===== src/fcdio_pkg.sv =====
// Purpose: constants shared by the four-terminal digital i/o block
// Assumes: core clock of 25 MHz (40 ns period)
// Notes:   register offsets and the direction and command reset values live here only
package fcdio_pkg;
    // ==========================================================
    // clock and timing
    localparam int unsigned CLK_PERIOD_NS      = 40;
    localparam int unsigned GLITCH_REJECT_US   = 50;
    localparam int unsigned GLITCH_REJECT_CYC  =
        (GLITCH_REJECT_US * 1000) / CLK_PERIOD_NS;
    localparam int unsigned TASK_INTERVAL_DEF  = 25000;
    // ==========================================================
    // register map (word offsets in bytes)
    localparam logic [7:0] ADDR_DIR    = 8'h00;
    localparam logic [7:0] ADDR_CMD    = 8'h04;
    localparam logic [7:0] ADDR_USED   = 8'h08;
    localparam logic [7:0] ADDR_CTRL   = 8'h0c;
    localparam logic [7:0] ADDR_INPUT  = 8'h10;
    localparam logic [7:0] ADDR_STATUS = 8'h14;
    localparam logic [7:0] ADDR_IVAL   = 8'h18;
    // ==========================================================
    // control bit positions and reset values
    localparam int unsigned CTRL_RUN_BIT   = 0;
    localparam int unsigned CTRL_LOAD_BIT  = 1;
    localparam logic [3:0]  DIR_RESET      = 4'h0;
    localparam logic [3:0]  CMD_RESET      = 4'h0;
    localparam logic [31:0] UNMAPPED_READ  = 32'h0000_0000;
endpackage : fcdio_pkg


===== src/fcdio_top.sv =====
// Purpose: four digital terminals, each an input or an output, with
//          per-interval sampling and update, global enable and LEDs
// Assumes: one clock CORE_CLK, synchronous active-low reset NRST
// Notes:   terminal pins are open-emitter style: output enable low
//          means the driver conducts to the supply terminal
//
// The address-and-strobe port and the register offsets were decided locally.
`timescale 1ns/10ps
// Operation
// - four terminals, each independently an input or an output
// - an output terminal also feeds its input path for read back
// - status LEDs driven only while the application runs
// - input LED lights when sampled one and input is used
// - output LED lights when commanded value is one
// - LEDs follow internal state even without io supply
// - global enable low disables every output driver
// - while disabled, LEDs still show commanded output states
// - overload disables output; retries after thermal recovery
// - outputs updated once per configurable task interval
// - unconnected input reads as zero
// - inputs sampled once per task interval
// - pulses of 50 us or less never register
module fcdio_top
    import fcdio_pkg::*;
#(
    parameter int unsigned N_TERM        = 4,
    parameter int unsigned TASK_INTERVAL = TASK_INTERVAL_DEF,
    parameter int unsigned COOL_CYCLES   = 2500
) (
    input  wire logic              CORE_CLK,       // core clock
    input  wire logic              NRST,           // sync reset, low
    input  wire logic [7:0]        ADDR,           // register address
    input  wire logic [31:0]       WDATA,          // write data
    input  wire logic              WR,             // write strobe
    input  wire logic              RD,             // read strobe
    output logic      [31:0]       RDATA,          // read data
    input  wire logic [N_TERM-1:0] TERM_IN,        // terminal levels
    output logic      [N_TERM-1:0] TERM_OUT,       // driven level
    output logic      [N_TERM-1:0] TERM_OE_N,      // low: driver on
    input  wire logic [N_TERM-1:0] OVERLOAD,       // overload sense
    input  wire logic              GLOBAL_OUTPUTS_ENABLE, // from pin
    output logic      [N_TERM-1:0] STATUS_LED,     // front LEDs
    output logic                   TICK            // task interval
);
    // ==========================================================
    // elaboration checks
    if (N_TERM != 4) begin : g_nterm
        $error("fcdio_top serves exactly four terminals");
    end
    if (TASK_INTERVAL <= GLITCH_REJECT_CYC) begin : g_ival
        $error("task interval must exceed the glitch window");
    end

    function automatic logic [31:0] pad4(input logic [3:0] v);
        pad4 = {28'h0, v};
    endfunction : pad4

    // ==========================================================
    // synchronisers: three flops, change taken when 2nd and 3rd agree
    logic [N_TERM-1:0] in_s1, in_s2, in_s3, in_stable;
    logic [N_TERM-1:0] ov_s1, ov_s2, ov_s3, ov_stable;
    logic              en_s1, en_s2, en_s3, en_stable;
    always_ff @(posedge CORE_CLK) begin
        in_s1 <= TERM_IN;
        in_s2 <= in_s1;
        in_s3 <= in_s2;
        ov_s1 <= OVERLOAD;
        ov_s2 <= ov_s1;
        ov_s3 <= ov_s2;
        en_s1 <= GLOBAL_OUTPUTS_ENABLE;
        en_s2 <= en_s1;
        en_s3 <= en_s2;
    end
    wire [N_TERM-1:0] next_in_stable = (in_s2 == in_s3) ? in_s3 : in_stable;
    wire [N_TERM-1:0] next_ov_stable = (ov_s2 == ov_s3) ? ov_s3 : ov_stable;
    wire              next_en_stable = (en_s2 == en_s3) ? en_s3 : en_stable;
    always_ff @(posedge CORE_CLK) begin
        if (!NRST) begin
            in_stable <= 4'h0;
            ov_stable <= 4'h0;
            en_stable <= 1'b0;
        end else begin
            in_stable <= next_in_stable;
            ov_stable <= next_ov_stable;
            en_stable <= next_en_stable;
        end
    end

    // ==========================================================
    // registers
    logic [3:0]  dir;         // 1 = output
    logic [3:0]  dir_shadow;  // staged until load
    logic [3:0]  cmd;         // staged commanded outputs
    logic [3:0]  cmd_live;    // applied at interval tick
    logic [3:0]  used;
    logic        run;
    logic        loaded;
    logic [31:0] ival;
    wire wr_dir  = WR && (ADDR == ADDR_DIR);
    wire wr_cmd  = WR && (ADDR == ADDR_CMD);
    wire wr_used = WR && (ADDR == ADDR_USED);
    wire wr_ctrl = WR && (ADDR == ADDR_CTRL);
    wire wr_ival = WR && (ADDR == ADDR_IVAL);
    wire do_load = wr_ctrl && WDATA[CTRL_LOAD_BIT];
    always_ff @(posedge CORE_CLK) begin
        if (!NRST) begin
            dir_shadow <= DIR_RESET;
            dir        <= DIR_RESET;
            loaded     <= 1'b0;
            cmd        <= CMD_RESET;
            used       <= 4'h0;
            run        <= 1'b0;
            ival       <= 32'(TASK_INTERVAL);
        end else begin
            if (wr_dir)
                dir_shadow <= WDATA[3:0];
            if (do_load) begin
                dir    <= dir_shadow;
                loaded <= 1'b1;
            end
            if (wr_cmd)
                cmd <= WDATA[3:0];
            if (wr_used)
                used <= WDATA[3:0];
            if (wr_ctrl)
                run <= WDATA[CTRL_RUN_BIT];
            if (wr_ival && (WDATA > 32'(GLITCH_REJECT_CYC)))
                ival <= WDATA;
        end
    end

    // ==========================================================
    // task interval timer
    logic [31:0] tcnt;
    wire         tick_now  = (tcnt >= ival - 32'h1);
    wire [31:0]  next_tcnt = tick_now ? 32'h0 : tcnt + 32'h1;
    always_ff @(posedge CORE_CLK) begin
        if (!NRST) begin
            tcnt <= 32'h0;
            TICK <= 1'b0;
        end else begin
            tcnt <= next_tcnt;
            TICK <= tick_now;
        end
    end

    // ==========================================================
    // glitch filter: a level must hold beyond 50 us before sampling
    // the filter adds a fixed latency of one glitch window to every edge;
    // pulses between the window and the interval pass only if a tick lands
    // one process drives every filter bit, so no bit has two drivers
    logic [N_TERM-1:0] filt;
    logic [15:0]       gcnt [N_TERM];
    logic [3:0]        sampled;
    wire  [3:0]        diff = in_stable ^ filt;
    always_ff @(posedge CORE_CLK) begin
        for (int i = 0; i < N_TERM; i++) begin
            if (!NRST) begin
                gcnt[i] <= 16'h0;
                filt[i] <= 1'b0;
            end else if (!diff[i]) begin
                gcnt[i] <= 16'h0;
            end else if (gcnt[i] >= 16'(GLITCH_REJECT_CYC)) begin
                filt[i] <= in_stable[i];
                gcnt[i] <= 16'h0;
            end else begin
                gcnt[i] <= gcnt[i] + 16'h1;
            end
        end
    end
    always_ff @(posedge CORE_CLK) begin
        if (!NRST)
            sampled <= 4'h0;
        else if (tick_now)
            sampled <= filt;
    end

    // ==========================================================
    // overload retry: drop the driver, cool, then try again
    // a load that stays shorted keeps cycling trip and retry; software
    // sees this in the status word and must act on it itself
    logic [15:0] cool [N_TERM];
    logic [3:0]  tripped;
    always_ff @(posedge CORE_CLK) begin
        for (int i = 0; i < N_TERM; i++) begin
            if (!NRST) begin
                cool[i]    <= 16'h0;
                tripped[i] <= 1'b0;
            end else if (!tripped[i]) begin
                if (ov_stable[i] && !TERM_OE_N[i]) begin
                    tripped[i] <= 1'b1;
                    cool[i]    <= 16'(COOL_CYCLES);
                end
            end else if (cool[i] == 16'h0) begin
                tripped[i] <= 1'b0;
            end else begin
                cool[i] <= cool[i] - 16'h1;
            end
        end
    end

    // ==========================================================
    // output update and drive
    wire [3:0] drive_on = cmd_live & dir & ~tripped & {4{en_stable}} & {4{loaded}};
    always_ff @(posedge CORE_CLK) begin
        if (!NRST) begin
            cmd_live  <= 4'h0;
            TERM_OUT  <= 4'h0;
            TERM_OE_N <= 4'hf;
        end else begin
            if (tick_now)
                cmd_live <= cmd;
            TERM_OUT  <= drive_on;
            TERM_OE_N <= ~drive_on;
        end
    end

    // ==========================================================
    // status LEDs: pure logic state, independent of io supply
    wire [3:0] led_val = (dir & cmd_live) | (~dir & sampled & used);
    always_ff @(posedge CORE_CLK) begin
        if (!NRST)
            STATUS_LED <= 4'h0;
        else
            STATUS_LED <= run ? led_val : 4'h0;
    end

    // ==========================================================
    // read port; software may combine several samples itself
    wire [31:0] rd_mux =
        (ADDR == ADDR_DIR)    ? pad4(dir_shadow) :
        (ADDR == ADDR_CMD)    ? pad4(cmd) :
        (ADDR == ADDR_USED)   ? pad4(used) :
        (ADDR == ADDR_CTRL)   ? {30'h0, loaded, run} :
        (ADDR == ADDR_INPUT)  ? pad4(sampled) :
        (ADDR == ADDR_STATUS) ? {23'h0, en_stable, tripped, dir} :
        (ADDR == ADDR_IVAL)   ? ival : UNMAPPED_READ;
    always_ff @(posedge CORE_CLK) begin
        if (!NRST)
            RDATA <= 32'h0;
        else
            RDATA <= RD ? rd_mux : 32'h0;
    end

    // ==========================================================
    // assertions
    // leds and drivers are registered, so each led and driver consequent except
    // those of input_dir_a and drive_zero_a is held against the state one cycle back

    gate_off_a: assert property (@(posedge CORE_CLK) disable iff (!NRST)
        !en_stable |=> &TERM_OE_N)
        else $error("driver on while outputs disabled");

    led_dark_a: assert property (@(posedge CORE_CLK) disable iff (!NRST)
        !run |=> STATUS_LED == 4'h0)
        else $error("led lit while not running");

    led_out_a: assert property (@(posedge CORE_CLK) disable iff (!NRST)
        run |=> (STATUS_LED & $past(dir)) == $past(cmd_live & dir))
        else $error("output led mismatch");

    led_in_a: assert property (@(posedge CORE_CLK) disable iff (!NRST)
        run |=> (STATUS_LED & ~$past(dir)) == $past(sampled & used & ~dir))
        else $error("input led mismatch");

    led_unused_a: assert property (@(posedge CORE_CLK) disable iff (!NRST)
        run |=> (STATUS_LED & ~$past(dir) & ~$past(used)) == 4'h0)
        else $error("led lit for unused input");

    led_disabled_a: assert property (@(posedge CORE_CLK) disable iff (!NRST)
        run && !en_stable |=>
        (STATUS_LED & $past(dir)) == $past(cmd_live & dir))
        else $error("led lost while disabled");

    oe_dir_a: assert property (@(posedge CORE_CLK) disable iff (!NRST)
        1'b1 |=> (~TERM_OE_N & ~$past(dir)) == 4'h0)
        else $error("input terminal driven");

    drive_cmd_a: assert property (@(posedge CORE_CLK) disable iff (!NRST)
        1'b1 |=> (TERM_OUT & ~$past(cmd_live)) == 4'h0)
        else $error("driver on for commanded zero");

    trip_drop_a: assert property (@(posedge CORE_CLK) disable iff (!NRST)
        1'b1 |=> (~TERM_OE_N & $past(tripped)) == 4'h0)
        else $error("tripped terminal driven");

    retry_a: assert property (@(posedge CORE_CLK) disable iff (!NRST)
        $fell(tripped[0]) |-> $past(cool[0]) == 16'h0)
        else $error("retry before cooling ended");

    rst_off_a: assert property (@(posedge CORE_CLK)
        !NRST |=> &TERM_OE_N && STATUS_LED == 4'h0)
        else $error("reset state wrong");

    tick_pulse_a: assert property (@(posedge CORE_CLK) disable iff (!NRST)
        TICK |=> !TICK)
        else $error("tick longer than one cycle");

    live_src_a: assert property (@(posedge CORE_CLK) disable iff (!NRST)
        tick_now |=> cmd_live == $past(cmd))
        else $error("command not applied at tick");

    sample_src_a: assert property (@(posedge CORE_CLK) disable iff (!NRST)
        tick_now |=> sampled == $past(filt))
        else $error("input not sampled at tick");

    ival_floor_a: assert property (@(posedge CORE_CLK) disable iff (!NRST)
        ival > 32'(GLITCH_REJECT_CYC))
        else $error("interval inside glitch window");

    rdata_idle_a: assert property (@(posedge CORE_CLK) disable iff (!NRST)
        !RD |=> RDATA == 32'h0)
        else $error("read data without read");

    drive_zero_a: assert property (@(posedge CORE_CLK) disable iff (!NRST)
        (TERM_OUT == ~TERM_OE_N))
        else $error("drive level and enable disagree");

    input_dir_a: assert property (@(posedge CORE_CLK) disable iff (!NRST)
        !loaded |-> &TERM_OE_N)
        else $error("driver on before load");

    sample_tick_a: assert property (@(posedge CORE_CLK) disable iff (!NRST)
        !tick_now |=> $stable(sampled))
        else $error("sample changed off tick");

    update_tick_a: assert property (@(posedge CORE_CLK) disable iff (!NRST)
        !tick_now |=> $stable(cmd_live))
        else $error("output changed off tick");

    trip_off_a: assert property (@(posedge CORE_CLK) disable iff (!NRST)
        $rose(tripped[0]) |=> TERM_OE_N[0])
        else $error("tripped output still driven");

    glitch_a: assert property (@(posedge CORE_CLK) disable iff (!NRST)
        $changed(filt[0]) |-> $past(in_stable[0] != filt[0], 8))
        else $error("short pulse passed filter");
endmodule : fcdio_top


===== config.mk =====
export PLATFORM = sky130hd
export DESIGN_NAME = fcdio_top
export DESIGN_NICKNAME = d
export VERILOG_FILES = /design/src/fcdio_pkg.sv /design/src/fcdio_top.sv
export SDC_FILE = /design/constraint.sdc
export NUM_CORES = 1
export LEC_CHECK = 0
export BUFFER_PORTS_ARGS = -buffer_cell sky130_fd_sc_hd__buf_2
export CORE_ASPECT_RATIO = 1.2
export CORE_MARGIN = 2
export CORE_UTILIZATION = 60
export DETAILED_ROUTE_END_ITERATION = 10
export PLACE_DENSITY_LB_ADDON = 0.12
export SYNTH_ARGS = -nofsm -noshare
export SYNTH_HDL_FRONTEND = slang
export SYNTH_SLANG_ARGS = --single-unit

===== constraint.sdc =====
create_clock -name CORE_CLK -period 4.8 [get_ports CORE_CLK]
set_input_delay 0.24 -clock CORE_CLK [delete_from_list [all_inputs] [get_ports CORE_CLK]]
set_output_delay 0.24 -clock CORE_CLK [all_outputs]
set_load 0.1 [all_outputs]

Word level (Yosys, flattened, before mapping) --
Memories as Yosys holds them, arrays and structs flattened. Index checks and enable logic that the tools add are counted. Widths: inputs -> output; s select.
Storage, ports and cells: output and inout port bits 45, register bits after elaboration 179, memories 2, word-level logic and storage cells 232, bits of input ports 53, bits in writable memories 128
Operators by class: $add $sub $neg 10, mux-type cells 108, equal/unequal tests 9, order comparisons 6, bitwise gates (word level) 34, reductions and logical operators 29
Memories:
- cool | words 4, bits a word 16, rd ports 4, clocked after memory_dff 0, wr ports 4, RTL line fcdio_top.sv:182 | logic [15:0] cool [N_TERM];
- gcnt | words 4, bits a word 16, rd ports 4, clocked after memory_dff 0, wr ports 4, RTL line fcdio_top.sv:153 | logic [15:0] gcnt [N_TERM];
Operators by type and width (number):
- $mux 16 | 20
- $mux 1 | 81
- $add 16x1->16 const B | 4
- $ge 16x11->1 const B | 4
- $logic_not 16->1 | 4
- $sub 16x1->16 const B | 4
- $add 32x1->32 const B | 1
- $ge 32x32->1 | 1
- $gt 32x11->1 const B | 1
- $sub 32x1->32 const B | 1
- $and 4x4->4 | 6
- $eq 8x5->1 const B | 3
- $mux 4 | 5
- $or 1x1->1 | 20
- $mux 9 | 2
- $eq 8x4->1 const B | 2
- $not 4->4 | 3
- $reduce_and 2->1 | 6
- $logic_and 1x1->1 | 11
- $reduce_or 9->1 | 1
- $eq 4x4->1 | 2
- $eq 8x3->1 const B | 1
- $logic_not 8->1 | 1
- $reduce_or 7->1 | 1
- 6 further kinds | 11

Longest topological paths before layout --
word-level depth 8, depth in mapped cells 15, depth with buffers taken out 13

Least setup slack after synthesis --
No wires, ideal clock.
path type reg-to-reg, from reg ival[12], to reg tcnt[20], setup slack 1.165 ns, library setup time 0.064 ns, period minus slack after synthesis 3.635 ns, data required time 4.736 ns, path buffers 1, data arrival time 3.571 ns, cell stages (with the launch flop) 13, cells stage by stage dfxtp_1 -> or4_4 -> or3_1 -> or3_4 -> nor3_2 -> xnor2_1 -> ha_1 -> and4_1 -> a221o_1 -> a2111o_1 -> a211o_1 -> buf_2 -> nor2_1
Between the ends: longest elaborated chain between the ends 3
RTL lines:
- start, declared | RTL line fcdio_top.sv:98 | logic [31:0] ival;
- start signal, assigned | RTL line fcdio_top.sv:113 | ival <= 32'(TASK_INTERVAL);
- $sub 32x1->32 | RTL line fcdio_top.sv:135 | wire tick_now = (tcnt >= ival - 32'h1);
- $ge 32x32->1 | RTL line fcdio_top.sv:135
- $reduce_or 2->1 (no source line)
- end signal, assigned | RTL line fcdio_top.sv:142 | tcnt <= next_tcnt;
- end, declared | RTL line fcdio_top.sv:134 | logic [31:0] tcnt;
No other way between the ends. A chain may end at the register's enable or synchronous reset.

Worst setup path after layout --
from reg ival[6], to reg tcnt[30]
The elaborated chain is that of the path after synthesis.

==> impl_metrics.tcl <==
set metrics [dict create \
    numClockSinks 307 \
    drt_iter0_drc 508 \
    critPathKind "reg -> reg" \
    synth_ff_type "dfxtp_1" \
    synth_area_leaders "edfxtp_1, dfxtp_1, xnor2_1" \
    path_buf_inv 0 \
    post_cts_buffers 0 \
    fp.dieW_microns 143 \
    maxCapViolCount 0 \
    drc 0 \
    leakagePower_uw 0.00669 \
    max_slew_margin 0.315 \
    antenna_found_initial 5 \
    layout_commonest_cell "nor2_1" \
    grt_pass1_wl_mm 46.8 \
    combPwrFrac 0.038 \
    yosysTopAreaCellShare 0.276 \
    ys_ff_latch 307 \
    die-area_sq_um 24400 \
    reg2reg_to "tcnt[30]" \
    switchingPower_uw 1170 \
    p_clk_frac 0.440 \
    setup_ws_ns 0.488 \
    initial_utilization 0.606 \
    crit_cells 12 \
    endpoint_kind "flop" \
    clock_path_buffers 3 \
    cts_tree "yes" \
    pre_cts_slack_ns 0.542 \
    rows 61 \
    period_share 0.898 \
    syn_avg_cell_area_sq_um 10.6 \
    report.final.slew_viol_count 0 \
    fin_setup_tns_ns 0 \
    die_h_microns 171 \
    yosys.area.top_type "edfxtp_1" \
    nFillCells 1715 \
    routed_wirelength_mm 29.0 \
    critical_path.most_common_cell "nor3_2" \
    crit_chain "or4_1 > nor3_2 > nand2_1 > or3_4 > nor3_2 > xnor2_1 > ha_1 > and4_1 > a221o_1 > a2111o_1 > a211o_1 > nor2_1" \
    worst-path-max-fanout 31 \
    powerDensity_nw_per_um2 332 \
    syn_to_final_growth_pct 17.7 \
    io_pins 98 \
    grt_pass1_vias 9579 \
    portBuffers 97 \
    ys_types 62 \
    core_sq_um 23000 \
    vias_per_cell 5.32 \
    hold_viol_final 0 \
    internal_power_uw 4260 \
    r2r_start "ival[6]" \
    gp_congestion 0.847 \
    grt_setup_unrepaired "no" \
    critPathMaxStageDelay_ns 0.66 \
    root_buffer "clkbuf_16" \
    vdd_drop_max_mv 0.291 \
    yosys_warnings 0 \
    synthCells 1313 \
    hp-class "in -> reg" \
    clk_latency_ns 0.55 \
    crit_family "simple AND/OR/NAND/NOR gates" \
    antenna_left 0 \
    dp_hpwl_mm 20.1 \
    yosysSeqAreaShare 0.534 \
    fin_util 0.713 \
    setup_viol 0 \
    path_clk_slew_ns 0.06 \
    pwr-share-seq 0.522 \
    reg2reg_depth 12 \
    regToRegSetupSlack_ns 0.49 \
    synthArstFlopShare 0 \
    cp_slowest_cell "a211o_1" \
    cp-endpoint "tcnt[30]" \
    design.final.nets 1631 \
    crit_required_ns 5.28 \
    final_layout_size_suffix_gt1_frac 0.132 \
    tightest_slew_ns 1.02 \
    period_minus_slack_ns 4.31 \
    grtUsageTotal 0.237 \
    grt_overflow_total 0 \
    switching_share 0.215 \
    cts_buffers 30 \
    finalClockSkew_ns 0.0110 \
    drt_pre_antenna_iters 5 \
    clock.fmax_ghz 0.232 \
    grt_max_degree 42 \
    status "finished clean" \
    synth_enable_flop_cells 128 \
    final_cell_mix "nor2_1, dfxtp_1, edfxtp_1, nand2_1, buf_2" \
    crit_path_start "ival[6]" \
    syn_area_sq_um 13900 \
    crit_arrival_ns 4.79 \
    vias 9968 \
    cp-start-kind "flop" \
    wl_per_cell_microns 15.5 \
    cts_max_level 1 \
]
[state kept, by name (all words and copies together) (netlist names), 32 cells and up]
name and count:
tcnt 32, ival 32, RDATA 32, cool 64
gcnt 64
[power by group through the flow]
stage          Clock (uW)  Sequential (uW)  Combinational, uW
2_1_floorplan           0             2880                121
3_3_place_gp            0             2890                176
3_5_place_dp            0             2890                178
4_1_cts              2440             2830                203
5_1_grt              2540             2840                230
6_report             2390             2830                207
[how the worst min path moves through the flow]
stage                          startpoint       end  slack, ns  depth (start not counted)
floorplan           GLOBAL_OUTPUTS_ENABLE     en_s1       0.27                          0
detailed placement               ov_s1[3]  ov_s2[3]       0.31                          0
finish                           WDATA[3]   ival[3]       0.04                          3
global route                    WDATA[11]  ival[11]       0.03                          3
global placement                 ov_s1[2]  ov_s2[2]       0.31                          0
CTS                              WDATA[3]   ival[3]      0.008                          3
[metal layers]
| metal | global-route usage | wire, microns | vias up |
|---|---|---|---|
| li1 | - | - | 4979 |
| met1 | 0.301 | 12400 | 4737 |
| met2 | 0.410 | 14400 | 192 |
| met3 | 0.0406 | 1380 | 58 |
| met4 | 0.0805 | 872 | 2 |
| met5 | 0 | 13 | - |
[worst reg2reg max path, delay by kind of cell (launching register included)]
| family | cells | cell delay, ns |
|---|---|---|
| compound gates | 3 | 1.40 |
| fa+ha+maj | 1 | 0.27 |
| flops | 1 | 0.37 |
| xor+xnor | 1 | 0.15 |
| simple gates | 7 | 2.05 |
[final cells by class]
type / instances / area (sq um) / share of cell area
timing repair buffer: 141 / 906 / 0.0553
tap: 315 / 394 / 0.0241
inverter: 28 / 105 / 0.00642
antenna: 3 / 7.51 / 0.000459
clock buffer: 36 / 826 / 0.0504
clock inverter: 20 / 186 / 0.0114
multi-input combinational: 1024 / 6520 / 0.398
sequential: 307 / 7430 / 0.454
[Yosys cell counts, types with 5 or more instances]
| cell type | n |
|---|---|
| a21oi_1 | 32 |
| a22o_1 | 5 |
| and2_1 | 26 |
| and3_1 | 18 |
| and4_1 | 6 |
| buf_2 | 11 |
| clkbuf_1 | 20 |
| dfxtp_1 | 179 |
| edfxtp_1 | 128 |
| ha_1 | 46 |
| inv_1 | 27 |
| mux2i_1 | 71 |
| nand2_1 | 98 |
| nand3_1 | 45 |
| nand3b_1 | 10 |
| nand4_1 | 17 |
| nor2_1 | 204 |
| nor2_2 | 19 |
| nor2b_1 | 6 |
| nor3_1 | 34 |
| nor4_1 | 26 |
| nor4_2 | 5 |
| o21ai_0 | 31 |
| or3_1 | 10 |
| or4_1 | 12 |
| or4_4 | 6 |
| xnor2_1 | 89 |
| xor2_1 | 67 |
[per-stage QoR]
stage | total power (uW) | instance area, sq um | cells | hold slack [ns]
2_1_floorplan | 3000 | 14200 | 1395 | 0.268
3_3_place_gp | 3060 | 15000 | 1779 | 0.311
3_5_place_dp | 3070 | 15000 | 1779 | 0.312
4_1_cts | 5470 | 16400 | 1871 | 0.00825
5_1_grt | 5610 | 16400 | 1872 | 0.0320
6_report | 5430 | 16400 | 1874 | 0.0366
[timing repair]
| action | in CTS | in global routing |
|---|---|---|
| endpoints found under the hold margin | 36 | 0 |
| hold buffers | 36 | 0 |
| resized for setup | 0 | 0 |
| setup endpoints to repair | 0 | 0 |
[logic make-up (layout without fill, tap and decap cells)]
kind of cell	after synthesis	after routing	share of synthesized area
AND/OR/NAND/NOR	566	566	0.208
flip-flops	307	307	0.534
XOR/XNOR	156	156	0.0982
AO/OA/AOI/OAI	97	97	0.0428
multiplexers	75	75	0.0543
buffers and inverters	64	225	0.0209
adder cells (fa/ha/maj)	46	46	0.0414
other	2	87	0.000540
No activity file was read; power rests on OpenSTA's default activity.
